[src/include/sbus_regs.svh]
// Address map constants for the shared bus decoder.
`ifndef SBUS_REGS_SVH
`define SBUS_REGS_SVH
// ----------------------------------------------------------------------------
// Window origins
// ----------------------------------------------------------------------------
`define SB_NODE_ORIGIN 32'h8000_0000
`define SB_EXP_ORIGIN 32'h0000_0000
`define SB_VME_ORIGIN_RST 32'h1000_0000
`define SB_VME_SPAN 32'h0800_0000
`define SB_LW_BASE 32'h0800_0000
// ----------------------------------------------------------------------------
// Longword region bases
// ----------------------------------------------------------------------------
`define SB_SCAN_BASE 32'h0800_0000
`define SB_BCTL_BASE 32'h0804_0000
`define SB_BRDG_BASE 32'h0808_0000
`define SB_RSV1_BASE 32'h080C_0000
`define SB_IACK_BASE 32'h0820_0000
`define SB_RSV2_BASE 32'h0830_0000
`define SB_BIRQ_BASE 32'h0840_0000
`define SB_ROM_BASE 32'h0850_0000
`define SB_RSV3_BASE 32'h0860_0000
`define SB_XIRQ_BASE 32'h0870_0000
`define SB_RSV4_BASE 32'h0880_0000
`define SB_NODE_BASE 32'h0888_0000
`define SB_DRAM_BASE 32'h0900_0000
`define SB_DRAM_END 32'h0BFF_FFFF
`define SB_EXPIF_BASE 32'h1000_0000
`define SB_RSV5_BASE 32'h2000_0000
`define SB_VMEM_BASE 32'h4000_0000
`define SB_VMEM_END 32'h7FFF_FFFF
// ----------------------------------------------------------------------------
// Field layouts and sizes
// ----------------------------------------------------------------------------
`define SB_WIN_SIZE 32'h0008_0000
`define SB_WIN_LSB 19
`define SB_WIN_MSB 22
`define SB_ROM_DEPTH 32'h0002_0000
`define SB_FLAG_BIDIR 3
`define SB_FLAG_TOTAL 4
`endif

[src/include/sbus_pkg.sv]
// Types shared by the shared bus decoder files.
package sbus_pkg;
    typedef enum logic [5:0]
    {
        MASTER_NODE_A = 6'h01,
        MASTER_NODE_B = 6'h02,
        MASTER_NODE_C = 6'h04,
        MASTER_NODE_D = 6'h08,
        MASTER_EXP = 6'h10,
        MASTER_VME = 6'h20
    } master_t;
    typedef enum logic [11:0]
    {
        TGT_NONE = 12'h001,
        TGT_SCAN = 12'h002,
        TGT_BCTL = 12'h004,
        TGT_BRDG = 12'h008,
        TGT_IACK = 12'h010,
        TGT_BIRQ = 12'h020,
        TGT_ROM = 12'h040,
        TGT_XIRQ = 12'h080,
        TGT_NODE = 12'h100,
        TGT_DRAM = 12'h200,
        TGT_EXPIF = 12'h400,
        TGT_VMEM = 12'h800
    } target_t;
endpackage : sbus_pkg

[src/logic/shared_bus_address_decoder.sv]
// Shared bus address decoder, access matrix and module site flag lines.
`timescale 1ns/10ps
`default_nettype none
`include "sbus_regs.svh"
module shared_bus_address_decoder #(parameter int NUM_SITES = 2)
(
    // Clock and reset
    input wire logic clock,
    input wire logic resetn,
    // Request from the arbitrated shared bus
    input wire logic reqValid,
    input wire sbus_pkg::master_t reqMaster,
    input wire logic [31:0] reqAddr,
    input wire logic reqWrite,
    // VMEbus window origin update
    input wire logic vmeOriginLoad,
    input wire logic [31:0] vmeOriginValue,
    // Fitted resources, board straps
    input wire logic dramFitted,
    input wire logic [3:0] nodeFitted,
    // Decode answer
    output logic respValid,
    output logic respError,
    output sbus_pkg::target_t respTarget,
    output logic [31:0] respOffset,
    output logic [3:0] respNodeMask,
    output logic respWrite,
    // Module site flag lines
    input wire logic [NUM_SITES*4-1:0] flagPinIn,
    output logic [NUM_SITES*3-1:0] flagPinOut,
    output logic [NUM_SITES*3-1:0] flagPinOe,
    input wire logic [NUM_SITES*3-1:0] flagDrive,
    input wire logic [NUM_SITES*3-1:0] flagDriveEn,
    output logic [NUM_SITES*3-1:0] flagLevel,
    output logic [NUM_SITES-1:0] configLineN
);
    import sbus_pkg::*;

    if (NUM_SITES < 1 || NUM_SITES > 2)
    begin : gSiteCheck
        $error("NUM_SITES must be 1 or 2");
    end

    // ------------------------------------------------------------------------
    // Strap synchronisers
    // ------------------------------------------------------------------------
    logic [4:0] strapMeta_q;
    logic [4:0] strapSync_q;
    always_ff @(posedge clock or negedge resetn)
    begin
        if (!resetn)
        begin
            strapMeta_q <= 5'h00;
            strapSync_q <= 5'h00;
        end
        else
        begin
            strapMeta_q <= {dramFitted, nodeFitted};
            strapSync_q <= strapMeta_q;
        end
    end
    wire dramOk = strapSync_q[4];
    wire [3:0] nodesOk = strapSync_q[3:0];

    // ------------------------------------------------------------------------
    // Window origins and longword offset
    // ------------------------------------------------------------------------
    // The VMEbus origin is a plain register so the bridge may relocate it.
    logic [31:0] vmeOrigin_q;
    always_ff @(posedge clock or negedge resetn)
    begin
        if (!resetn)
            vmeOrigin_q <= `SB_VME_ORIGIN_RST;
        else if (vmeOriginLoad)
            vmeOrigin_q <= vmeOriginValue;
    end

    wire [5:0] mBits = reqMaster;
    wire isNode = |mBits[3:0];
    wire isExp = mBits[4];
    wire isVme = mBits[5];
    wire [31:0] nodeRel = reqAddr - `SB_NODE_ORIGIN;
    wire [31:0] expRel = reqAddr - `SB_EXP_ORIGIN;
    wire [31:0] vmeRel = reqAddr - vmeOrigin_q;
    wire [31:0] vmeLw = `SB_LW_BASE + {2'b00, vmeRel[31:2]};
    wire nodeIn = reqAddr[31] && (nodeRel >= `SB_LW_BASE);
    wire expIn = expRel >= `SB_LW_BASE;
    wire vmeIn = (vmeRel < `SB_VME_SPAN) && (vmeRel[1:0] == 2'b00);
    wire [31:0] lwOff = isVme ? vmeLw : (isExp ? expRel : nodeRel);
    wire inWin = isVme ? vmeIn : (isExp ? expIn : (isNode && nodeIn));

    // ------------------------------------------------------------------------
    // Region decode
    // ------------------------------------------------------------------------
    function automatic logic inRange(input logic [31:0] a, input logic [31:0] lo,
                                     input logic [31:0] hiExcl);
        inRange = (a >= lo) && (a < hiExcl);
    endfunction : inRange

    wire hitScan = inRange(lwOff, `SB_SCAN_BASE, `SB_BCTL_BASE);
    wire hitBctl = inRange(lwOff, `SB_BCTL_BASE, `SB_BRDG_BASE);
    wire hitBrdg = inRange(lwOff, `SB_BRDG_BASE, `SB_RSV1_BASE);
    wire hitIack = inRange(lwOff, `SB_IACK_BASE, `SB_RSV2_BASE);
    wire hitBirq = inRange(lwOff, `SB_BIRQ_BASE, `SB_ROM_BASE);
    wire hitRom = inRange(lwOff, `SB_ROM_BASE, `SB_RSV3_BASE);
    wire hitXirq = inRange(lwOff, `SB_XIRQ_BASE, `SB_RSV4_BASE);
    wire hitNode = inRange(lwOff, `SB_NODE_BASE, `SB_DRAM_BASE);
    wire hitDram = (lwOff >= `SB_DRAM_BASE) && (lwOff <= `SB_DRAM_END);
    wire hitExpIf = inRange(lwOff, `SB_EXPIF_BASE, `SB_RSV5_BASE);
    wire hitVmem = (lwOff >= `SB_VMEM_BASE) && (lwOff <= `SB_VMEM_END);

    wire [3:0] winMask;
    wire winAllowed;
    node_window_decode uNodeWin
    (
        .winIndex(lwOff[`SB_WIN_MSB:`SB_WIN_LSB]),
        .ownNode(mBits[3:0]),
        .isWrite(reqWrite),
        .nodeFitted(nodesOk),
        .nodeMask(winMask),
        .allowed(winAllowed)
    );

    // ------------------------------------------------------------------------
    // Access matrix and target selection
    // ------------------------------------------------------------------------
    target_t tgt;
    logic permit;
    logic [31:0] regionBase;
    always_comb
    begin
        tgt = TGT_NONE;
        permit = 1'b0;
        regionBase = 32'h0000_0000;
        if (hitScan)
        begin
            tgt = TGT_SCAN;
            permit = isVme;
            regionBase = `SB_SCAN_BASE;
        end
        else if (hitBctl)
        begin
            tgt = TGT_BCTL;
            permit = 1'b1;
            regionBase = `SB_BCTL_BASE;
        end
        else if (hitBrdg)
        begin
            tgt = TGT_BRDG;
            permit = 1'b1;
            regionBase = `SB_BRDG_BASE;
        end
        else if (hitIack)
        begin
            tgt = TGT_IACK;
            permit = !isVme;
            regionBase = `SB_IACK_BASE;
        end
        else if (hitBirq)
        begin
            tgt = TGT_BIRQ;
            permit = 1'b1;
            regionBase = `SB_BIRQ_BASE;
        end
        else if (hitRom)
        begin
            tgt = TGT_ROM;
            permit = 1'b1;
            regionBase = `SB_ROM_BASE;
        end
        else if (hitXirq)
        begin
            tgt = TGT_XIRQ;
            permit = 1'b1;
            regionBase = `SB_XIRQ_BASE;
        end
        else if (hitNode)
        begin
            tgt = TGT_NODE;
            permit = winAllowed;
            regionBase = `SB_NODE_BASE;
        end
        else if (hitDram)
        begin
            tgt = TGT_DRAM;
            permit = dramOk;
            regionBase = `SB_DRAM_BASE;
        end
        else if (hitExpIf)
        begin
            tgt = TGT_EXPIF;
            permit = isNode;
            regionBase = `SB_EXPIF_BASE;
        end
        else if (hitVmem)
        begin
            tgt = TGT_VMEM;
            permit = isNode || isExp;
            regionBase = `SB_VMEM_BASE;
        end
    end

    wire [31:0] baseRel = lwOff - regionBase;
    // Node windows carry the offset unchanged onto the node's own origin.
    wire [31:0] nodeAddr = `SB_NODE_ORIGIN | (lwOff & (`SB_WIN_SIZE - 32'h1));
    // The flash ROM is smaller than its region and mirrors through it.
    wire [31:0] romAddr = lwOff & (`SB_ROM_DEPTH - 32'h1);
    wire accept = inWin && permit && (tgt != TGT_NONE);
    wire [31:0] offNext = (tgt == TGT_NODE) ? nodeAddr :
                          ((tgt == TGT_ROM) ? romAddr : baseRel);

    // ------------------------------------------------------------------------
    // Registered answer
    // ------------------------------------------------------------------------
    always_ff @(posedge clock or negedge resetn)
    begin
        if (!resetn)
        begin
            respValid <= 1'b0;
            respError <= 1'b0;
            respTarget <= TGT_NONE;
            respOffset <= 32'h0000_0000;
            respNodeMask <= 4'h0;
            respWrite <= 1'b0;
        end
        else
        begin
            respValid <= reqValid;
            respError <= reqValid && !accept;
            respTarget <= (reqValid && accept) ? tgt : TGT_NONE;
            respOffset <= (reqValid && accept) ? offNext : 32'h0000_0000;
            respNodeMask <= (reqValid && accept && tgt == TGT_NODE) ? winMask : 4'h0;
            respWrite <= reqValid && reqWrite;
        end
    end

    // ------------------------------------------------------------------------
    // Module site flag lines
    // ------------------------------------------------------------------------
    // The board only drives a line when its interrupt logic asks; avoiding a
    // second driver on the same line is left to software.
    for (genvar s = 0; s < NUM_SITES; s++)
    begin : gSite
        logic [3:0] pinMeta_q;
        logic [3:0] pinSync_q;
        logic [2:0] drive_q;
        logic [2:0] oe_q;
        always_ff @(posedge clock or negedge resetn)
        begin
            if (!resetn)
            begin
                pinMeta_q <= 4'hF;
                pinSync_q <= 4'hF;
                drive_q <= 3'h0;
                oe_q <= 3'h0;
            end
            else
            begin
                pinMeta_q <= flagPinIn[s*4 +: 4];
                pinSync_q <= pinMeta_q;
                drive_q <= flagDrive[s*3 +: 3];
                oe_q <= flagDriveEn[s*3 +: 3];
            end
        end
        assign flagPinOut[s*3 +: 3] = drive_q;
        assign flagPinOe[s*3 +: 3] = oe_q;
        assign flagLevel[s*3 +: 3] = pinSync_q[2:0];
        assign configLineN[s] = pinSync_q[3];
    end
endmodule : shared_bus_address_decoder
`default_nettype wire

[src/logic/node_window_decode.sv]
// Node global memory window selection and permission check.
`timescale 1ns/10ps
`default_nettype none
module node_window_decode
(
    // Window and requester
    input wire logic [3:0] winIndex,
    input wire logic [3:0] ownNode,
    input wire logic isWrite,
    // Fitted nodes
    input wire logic [3:0] nodeFitted,
    // Result
    output logic [3:0] nodeMask,
    output logic allowed
);
    wire multi;
    wire ownHit;
    wire absent;
    assign nodeMask = winIndex;
    assign multi = |(winIndex & (winIndex - 4'h1));
    assign ownHit = |(winIndex & ownNode);
    assign absent = |(winIndex & ~nodeFitted);
    // Index zero selects no node and is reserved.
    assign allowed = (winIndex != 4'h0) && !ownHit && !absent && (!multi || isWrite);
endmodule : node_window_decode
`default_nettype wire

[config.mk]
export PLATFORM = sky130hd
export DESIGN_NAME = shared_bus_address_decoder
export DESIGN_NICKNAME = d
export VERILOG_FILES = /design/src/include/sbus_pkg.sv /design/src/logic/shared_bus_address_decoder.sv /design/src/logic/node_window_decode.sv
export VERILOG_INCLUDE_DIRS = /design/src /design/src/include
export SDC_FILE = /design/constraint.sdc
export NUM_CORES = 1
export LEC_CHECK = 0
export BUFFER_PORTS_ARGS = -buffer_cell sky130_fd_sc_hd__clkbuf_2
export CAP_MARGIN = 20
export CORE_MARGIN = 3
export CORE_UTILIZATION = 40
export CTS_BUF_LIST = sky130_fd_sc_hd__clkbuf_4 sky130_fd_sc_hd__clkbuf_8 sky130_fd_sc_hd__clkbuf_16
export DETAILED_ROUTE_END_ITERATION = 8
export GPL_TIMING_DRIVEN = 1
export PLACE_DENSITY = 0.64
export SYNTH_ARGS = -nofsm -noshare
export SYNTH_HDL_FRONTEND = slang
export SYNTH_SLANG_ARGS = --single-unit
[constraint.sdc]
create_clock -name clock -period 6.2 [get_ports clock]
set_input_delay 0 -clock clock [delete_from_list [all_inputs] [get_ports clock]]
set_output_delay 0 -clock clock [all_outputs]
set_load 0.02 [all_outputs]
==> results.md, run 1 <==
* Outcome: completed
* #FFs+latches synth at 121
* Startpoint types: flop
* Worst slew margin at 0.499
* Port Buffers at 170
* First-pass GRT wire length at 38200 µm
* Post-Synthesis Net Count at 982
* Crit-path most repeated cell: a21o_1
* Die Y at 146 µm
* Root buffer cell: clkbuf_16
* Synth async-reset ratio at 1.00
* Core area at 0.0190 mm²
* I/O pin count at 171
* Synth Area in XOR/XNOR at 0.0354
* CP Capture Point: respOffset[31]
* DR WL/cell at 17.3 µm
* Synth Area in Simple Gates at 0.228
* Via density at 5.35
* CTS tree: built
* Critical path data arrival time at 6.24 ns
* Syn avg cell area at 9.40 µm²
* DRT iter0 DRCs at 429
* Dominant cell type by area after synthesis: dfrtp_1
* Finished Core Util at 0.563
* Top-area cell type share of the netlist area at 0.327
* WL final at 23900 µm
* Skew final at 0.0161 ns
* Final setup fails at 0
* Mux cell area share after synthesis at 0.0232
* Clk_lat worst skew at 0.43 ns
* Sequential cell area at 0.00305 mm²
* Worst reg-to-reg setup slack at 0.29 ns
* Largest cells by area after synthesis: dfrtp_1, ha_1, dfstp_2
* Clock Path Buffers at 2
* Critical Path Max Stage Delay at 0.47 ns
* EDFF count, synth at 0
* Layout cell share with drive strength beyond 1 at 0.349
* Sequential share of the synthesized area at 0.387
* CTS H-tree depth at 4
* GP Congestion at 0.928
* # rows at 50
* Final Hold Fails at 0
* Type of the worst setup path: flop to flop
* RSZ-0062 raised after global routing: true
* Die ar. at 0.0214 mm²
* Antenna violation net count after detailed routing at 0
* Area grow syn2layout at 35.9%
* Worst flop-to-flop path endpoint: respOffset[31]
* Slew @ Worst Pin at 0.751 ns
* Die W at 146 µm
* Commonest non-fill, non-tap cells in the layout: clkbuf_2, dfrtp_1, nand2_1
* Top FF cell, synth: dfrtp_1
* Ant diodes at 0
* Initial Util at 0.414
* CTS sink cnt at 121
* Peak supply drop at 0.000230 V
* CP Max Fanout at 4
* Cell area after synthesis at 0.00788 mm²
* Hold Crit Class: input pin to flop
* Fill cells at 1735
* Vias at 7382
* Critical-path top delay cell: or4b_4
* Tmin final at 5.91 ns
* Gr ovfl total at 0
* Max_cap viols at 0
* Power per cell area at 268 mW/mm²
* Final Cycle Share at 0.953
* First-pass DRT Iterations at 7
* Post-synthesis adder-cell area fraction at 0.0718
* Syn. warnings at 0
* Crit Reg-Reg Startpoint: vmeOrigin_q[0]
* DRC Markers at 0
* Largest net degree at the start of global routing at 83
* Area taken by multi-input logic gates at 0.00454 mm²
* Design area at 0.0107 mm²
* Setup TNS at 0 ns
* Compound-Gate Fraction of Synth Area at 0.197
* Post-synthesis cell count at 838
* Vias in the first global route at 7265
* All-layer global routing usage at 0.223
* FF-to-FF path depth at 28
* Post-DP HPWL at 17900 µm
* CP required at 6.53 ns
* Worst setup EP type: flop
* Post-place instance area at 0.00928 mm²
* Commonest non-fill, non-tap cell in the layout: clkbuf_2
* Distinct cell type count after synthesis at 86
* Clock transition at the registers of the reported paths at 0.07 ns
* Leakage Power at 4.93 nW
* Final #Nets at 1250
* Max Slew Vio Count at 0
* Num CTS Buffers at 17
* Initial antenna violation count at 0
* Critical Path Source: vmeOrigin_q[0]
* Achievable Freq at 169 MHz
* Largest family of logic cells by synthesized area: simple AND/OR/NAND/NOR gates
[cells by family after synthesis]
kind of cell	count (synthesis)
adder cells (fa/ha/maj)	44
multiplexers	16
AO/OA/AOI/OAI	223
XOR/XNOR	31
AND/OR/NAND/NOR	299
buffers and inverters	104
flip-flops	121
[per-layer routing]
layer / GRT usage / wire (µm) / vias up
met4: 0.0776 / 545 / 0
met3: 0.0435 / 1380 / 38
met2: 0.364 / 11300 / 267
met5: 0 / 0 / -
li1: - / - / 3582
met1: 0.297 / 10700 / 3495
[flip-flops by register name, indices dropped and copies added (netlist names)]
name             flops
strapMeta_q          5
respOffset          32
respWrite            1
gSite.drive_q        6
vmeOrigin_q         32
respError            1
gSite.pinMeta_q      8
gSite.pinSync_q      8
respNodeMask         4
respTarget          12
gSite.oe_q           6
strapSync_q          5
respValid            1
[final cells by class]
| type | instances | share of cell area |
|---|---|---|
| clock buffer | 18 | 0.0404 |
| timing repair buffer | 301 | 0.189 |
| sequential | 121 | 0.285 |
| tap | 260 | 0.0304 |
| multi-input combinational | 613 | 0.424 |
| inverter | 52 | 0.0182 |
| clock inverter | 14 | 0.0129 |
[synthesized netlist by cell type (4+ instances only)]
cell and instances:
o21a_1 9, or3_1 5, nor2b_1 9, nand2b_1 6, nor3b_1 5, dfstp_2 18
o21ai_0 60, nor3_1 25, nand3_1 20, xnor2_1 17, ha_1 42, buf_2 15
nand4_1 11, a21oi_1 53, o2111ai_1 5, a21o_1 14, a211oi_1 5, clkbuf_1 27
nor3_2 16, nand2_1 88, nor3b_2 12, dfrtp_1 103, and4_1 4, inv_1 52
o21ai_1 6, xor2_1 13, nor2_1 45, buf_6 5, mux2_2 8, and2_1 5
a221o_1 4, mux2i_1 7, and3_1 11, nor4_2 13, a31oi_1 11, nor4_1 9
[per-stage QoR]
step | worst slack, ns | instances | hold WS (ns) | total power [mW]
floorplan | 0.00427 | 838 | -0.296 | 1.51
global placement | 0.0494 | 1279 | -0.00559 | 1.82
detailed placement | -0.0734 | 1279 | -0.00217 | 1.82
CTS | 0.00668 | 1373 | 0.00929 | 2.83
global route | -0.0247 | 1379 | 0.0197 | 3.03
finish | 0.290 | 1379 | 0.00458 | 2.87
[worst max-delay path: cells and delay by family (launching register included)]
kind,cells,cell delay [ns]
mux,1,0.10
buf+inv,3,0.34
xor+xnor,2,0.39
fa+ha+maj,3,0.79
compound gates,13,2.68
flops,1,0.35
simple gates,6,1.16
[power by group]
| group | switching, mW | leakage [nW] | internal (mW) |
|---|---|---|---|
| Clock | 0.404 | 0.270 | 0.565 |
| Sequential | 0.0129 | 1.51 | 0.841 |
| Combinational | 0.610 | 3.15 | 0.437 |
[worst min-delay path by stage]
| stage | from | to | slack, ns | cells after the start |
|---|---|---|---|---|
| floorplan | resetn | gSite[0].drive_q[0] | -0.30 | 0 |
| global placement | resetn | gSite[1].drive_q[2] | -0.006 | 1 |
| detailed placement | resetn | gSite[1].oe_q[1] | -0.002 | 1 |
| CTS | reqAddr[20] | respTarget[4] | 0.009 | 4 |
| global route | reqAddr[20] | respTarget[4] | 0.02 | 4 |
| finish | reqAddr[17] | respOffset[17] | 0.005 | 3 |
[timing repair]
item	4_1_cts	5_1_grt
buffers inserted	0	5
setup endpoints to repair	2	2
hold buffers	62	0
pin swaps	0	24
resized for setup	2	34
cloned	0	0
hold endpoints to repair	102	0
No activity file was read; power rests on OpenSTA's default activity.
==> inputs of run 2 (changes only) <==
- clock period: 6.2 -> 5.2 ns (I/O delays scaled with it)
==> run 2 against run 1 <==
Compared with the run above:
- the run now ends with negative setup slack left
- critical path type unchanged
- largest power group unchanged
- die area unchanged
- sequential cell count unchanged
- final area up 14%
- critical path depth up 4
- non-clock buffer count up 178
- critical endpoint is now respOffset[21]
- cell count up 13%
- clock power up 18%
==> results.md, run 2 (same netlist as run 1, synthesis figures left out) <==
* Outcome: finished with violations
* Failing checks: negative setup slack
* Worst reg-to-reg setup slack at -0.61 ns (-0.90 ns)
* Peak supply drop at 0.000238 V (+3.5%)
* Root buffer cell: clkbuf_16
* Tmin final at 5.81 ns (-0.101 ns)
* Die Y at 146 µm (unchanged)
* # rows at 50 (unchanged)
* DR WL/cell at 16.5 µm (-4.6%)
* Sequential cell area at 0.00305 mm² (unchanged)
* Worst slew margin at 0.350 (-0.150)
* First-pass GRT wire length at 42000 µm (+10%)
* Die ar. at 0.0214 mm² (unchanged)
* Area taken by multi-input logic gates at 0.00466 mm² (+2.6%)
* Gr ovfl total at 0 (unchanged)
* Vias in the first global route at 8161 (+12%)
* Commonest non-fill, non-tap cells in the layout: buf_4, clkbuf_2, dfrtp_1
* Area grow syn2layout at 54.3%
* Clock Path Buffers at 2 (unchanged)
* Crit Reg-Reg Startpoint: vmeOrigin_q[1]
* Startpoint types: flop
* Hold path cells at 3 (unchanged)
* CTS sink cnt at 121 (unchanged)
* Achievable Freq at 172 MHz (+1.7%)
* Critical path data arrival time at 6.14 ns (-0.10 ns)
* Post-DP HPWL at 19300 µm (+7.9%)
* Final WS setup at -0.609 ns (-0.899 ns)
* CP Max Fanout at 3 (-1)
* Hold Path Origin: reqAddr[5]
* I/O pin count at 171 (unchanged)
* CTS H-tree depth at 4 (unchanged)
* All-layer global routing usage at 0.242 (+0.0194)
* GP Congestion at 0.941 (+1.4%)
* First-pass DRT Iterations at 5 (-2)
* Leakage Power at 5.81 nW (+18%)
* Pre-CTS setup slack at -0.654 ns (-0.580 ns)
* Hold Crit Class: input pin to flop
* Clk_lat worst skew at 0.43 ns (about the same)
* Max Slew Vio Count at 0 (unchanged)
* RSZ-0062 raised after global routing: true
* Largest net degree at the start of global routing at 82 (-1.2%)
* Port Buffers at 170 (unchanged)
* Final Cycle Share at 1.12 (+0.164)
* Final Hold Fails at 0 (unchanged)
* Num CTS Buffers at 17 (unchanged)
* Setup TNS at -1.78 ns (-1.78 ns)
* CTS tree: built
* Initial Util at 0.414 (unchanged)
* DRT iter0 DRCs at 493 (+15%)
* Vias at 8078 (+9.4%)
* Fill cells at 1636 (-5.7%)
* Worst setup EP type: flop
* DRC Markers at 0 (unchanged)
* Via density at 5.19 (-3.1%)
* Type of the worst setup path: flop to flop
* Initial antenna violation count at 0 (unchanged)
* FF-to-FF path depth at 32 (+14%)
* Critical-path top delay cell: or4b_4
* Crit-path most repeated cell: buf_4
* Clock transition at the registers of the reported paths at 0.06 ns (about the same)
* WL final at 25700 µm (+7.8%)
* Skew final at 0.00932 ns (-0.00673 ns)
* Die W at 146 µm (unchanged)
* Final setup fails at 5 (+5)
* Core area at 0.0190 mm² (unchanged)
* Power per cell area at 307 mW/mm² (+15%)
* Ant diodes at 0 (unchanged)
* Max_cap viols at 0 (unchanged)
* Worst flop-to-flop path endpoint: respOffset[21]
* Hold endpoint: respOffset[5]
* Final #Nets at 1428 (+14%)
* CP required at 5.53 ns (-1.00 ns)
* Slew @ Worst Pin at 0.975 ns (+0.224 ns)
* Layout cell share with drive strength beyond 1 at 0.453 (+0.104)
* Critical Path Max Stage Delay at 0.58 ns (+0.11 ns)
* Commonest non-fill, non-tap cell in the layout: buf_4
* Antenna violation net count after detailed routing at 0 (unchanged)
* Biggest regs: respOffset (32), vmeOrigin_q (32), respTarget (12)
[run 2: changes by cell type in the layout (fill, tap and decap cells not counted), sizes merged]
| cell | previous run | this run |
|---|---|---|
| clkinvlp | 4 | 3 |
| clkinv | 2 | 5 |
| inv | 59 | 57 |
| bufinv | 1 | 0 |
| buf | 70 | 249 |
| clkbuf | 187 | 188 |
| dlygate4sd3 | 62 | 61 |
[run 2: layer usage]
layer,up-vias,global-route usage,share of wire
li1,3930,-,-
met1,3817,0.320,0.44
met2,288,0.404,0.48
met3,43,0.0481,0.062
met4,0,0.0710,0.023
met5,-,0,0
[run 2: what timing repair did]
action	in CTS	in global routing
endpoints found under the hold margin	102	0
pin swaps	10	20
resized for setup	11	39
endpoints found under the setup margin	6	41
setup buffers	14	4
hold buffers	61	0
[run 2: area by class of cell]
class                      count  share of cell area
timing repair buffer         479               0.276
clock buffer                  19              0.0377
multi-input combinational    613               0.383
inverter                      52              0.0161
clock inverter                13             0.00916
tap                          260              0.0268
sequential                   121               0.251
[run 2: critical path, delay by kind of cell (launching register included)]
kind / cells / cell delay, ns
AOI/OAI and AO/OA: 7 / 1.39
xor gates and xnor gates: 1 / 0.12
adders and majority gates: 2 / 0.50
buffers and inverters: 14 / 1.75
DFF: 1 / 0.32
and+or+nand+nor: 8 / 1.61
[run 2: where the power goes]
part,total (mW),switching [mW],internal (mW)
Sequential,1.02,0.0149,1.00
Combinational,1.57,0.818,0.752
Clock,1.14,0.490,0.655
[run 2: how the worst max path moves through the flow]
stage	cells past startpoint	slack, ns	endpoint	start
floorplan	29	-0.54	respOffset[31]	vmeOrigin_q[4]
global placement	26	-0.47	respOffset[31]	vmeOrigin_q[0]
detailed placement	26	-0.65	respOffset[31]	vmeOrigin_q[0]
CTS	26	-0.57	respOffset[31]	vmeOrigin_q[0]
global route	35	-0.89	respOffset[21]	vmeOrigin_q[0]
finish	32	-0.61	respOffset[21]	vmeOrigin_q[1]
[run 2: metrics by stage]
step | power, mW | util | cells | hold slack [ns] | cell area [µm²]
finish | 3.73 | 0.639 | 1557 | 0.0434 | 12200
global route | 3.94 | 0.639 | 1557 | 0.0715 | 12200
CTS | 3.68 | 0.628 | 1554 | 0.0132 | 11900
detailed placement | 2.43 | 0.559 | 1447 | 0.00113 | 10600
global placement | 2.42 | 0.559 | 1447 | 0.00678 | 10600
floorplan | 1.82 | - | 838 | -0.296 | 7960
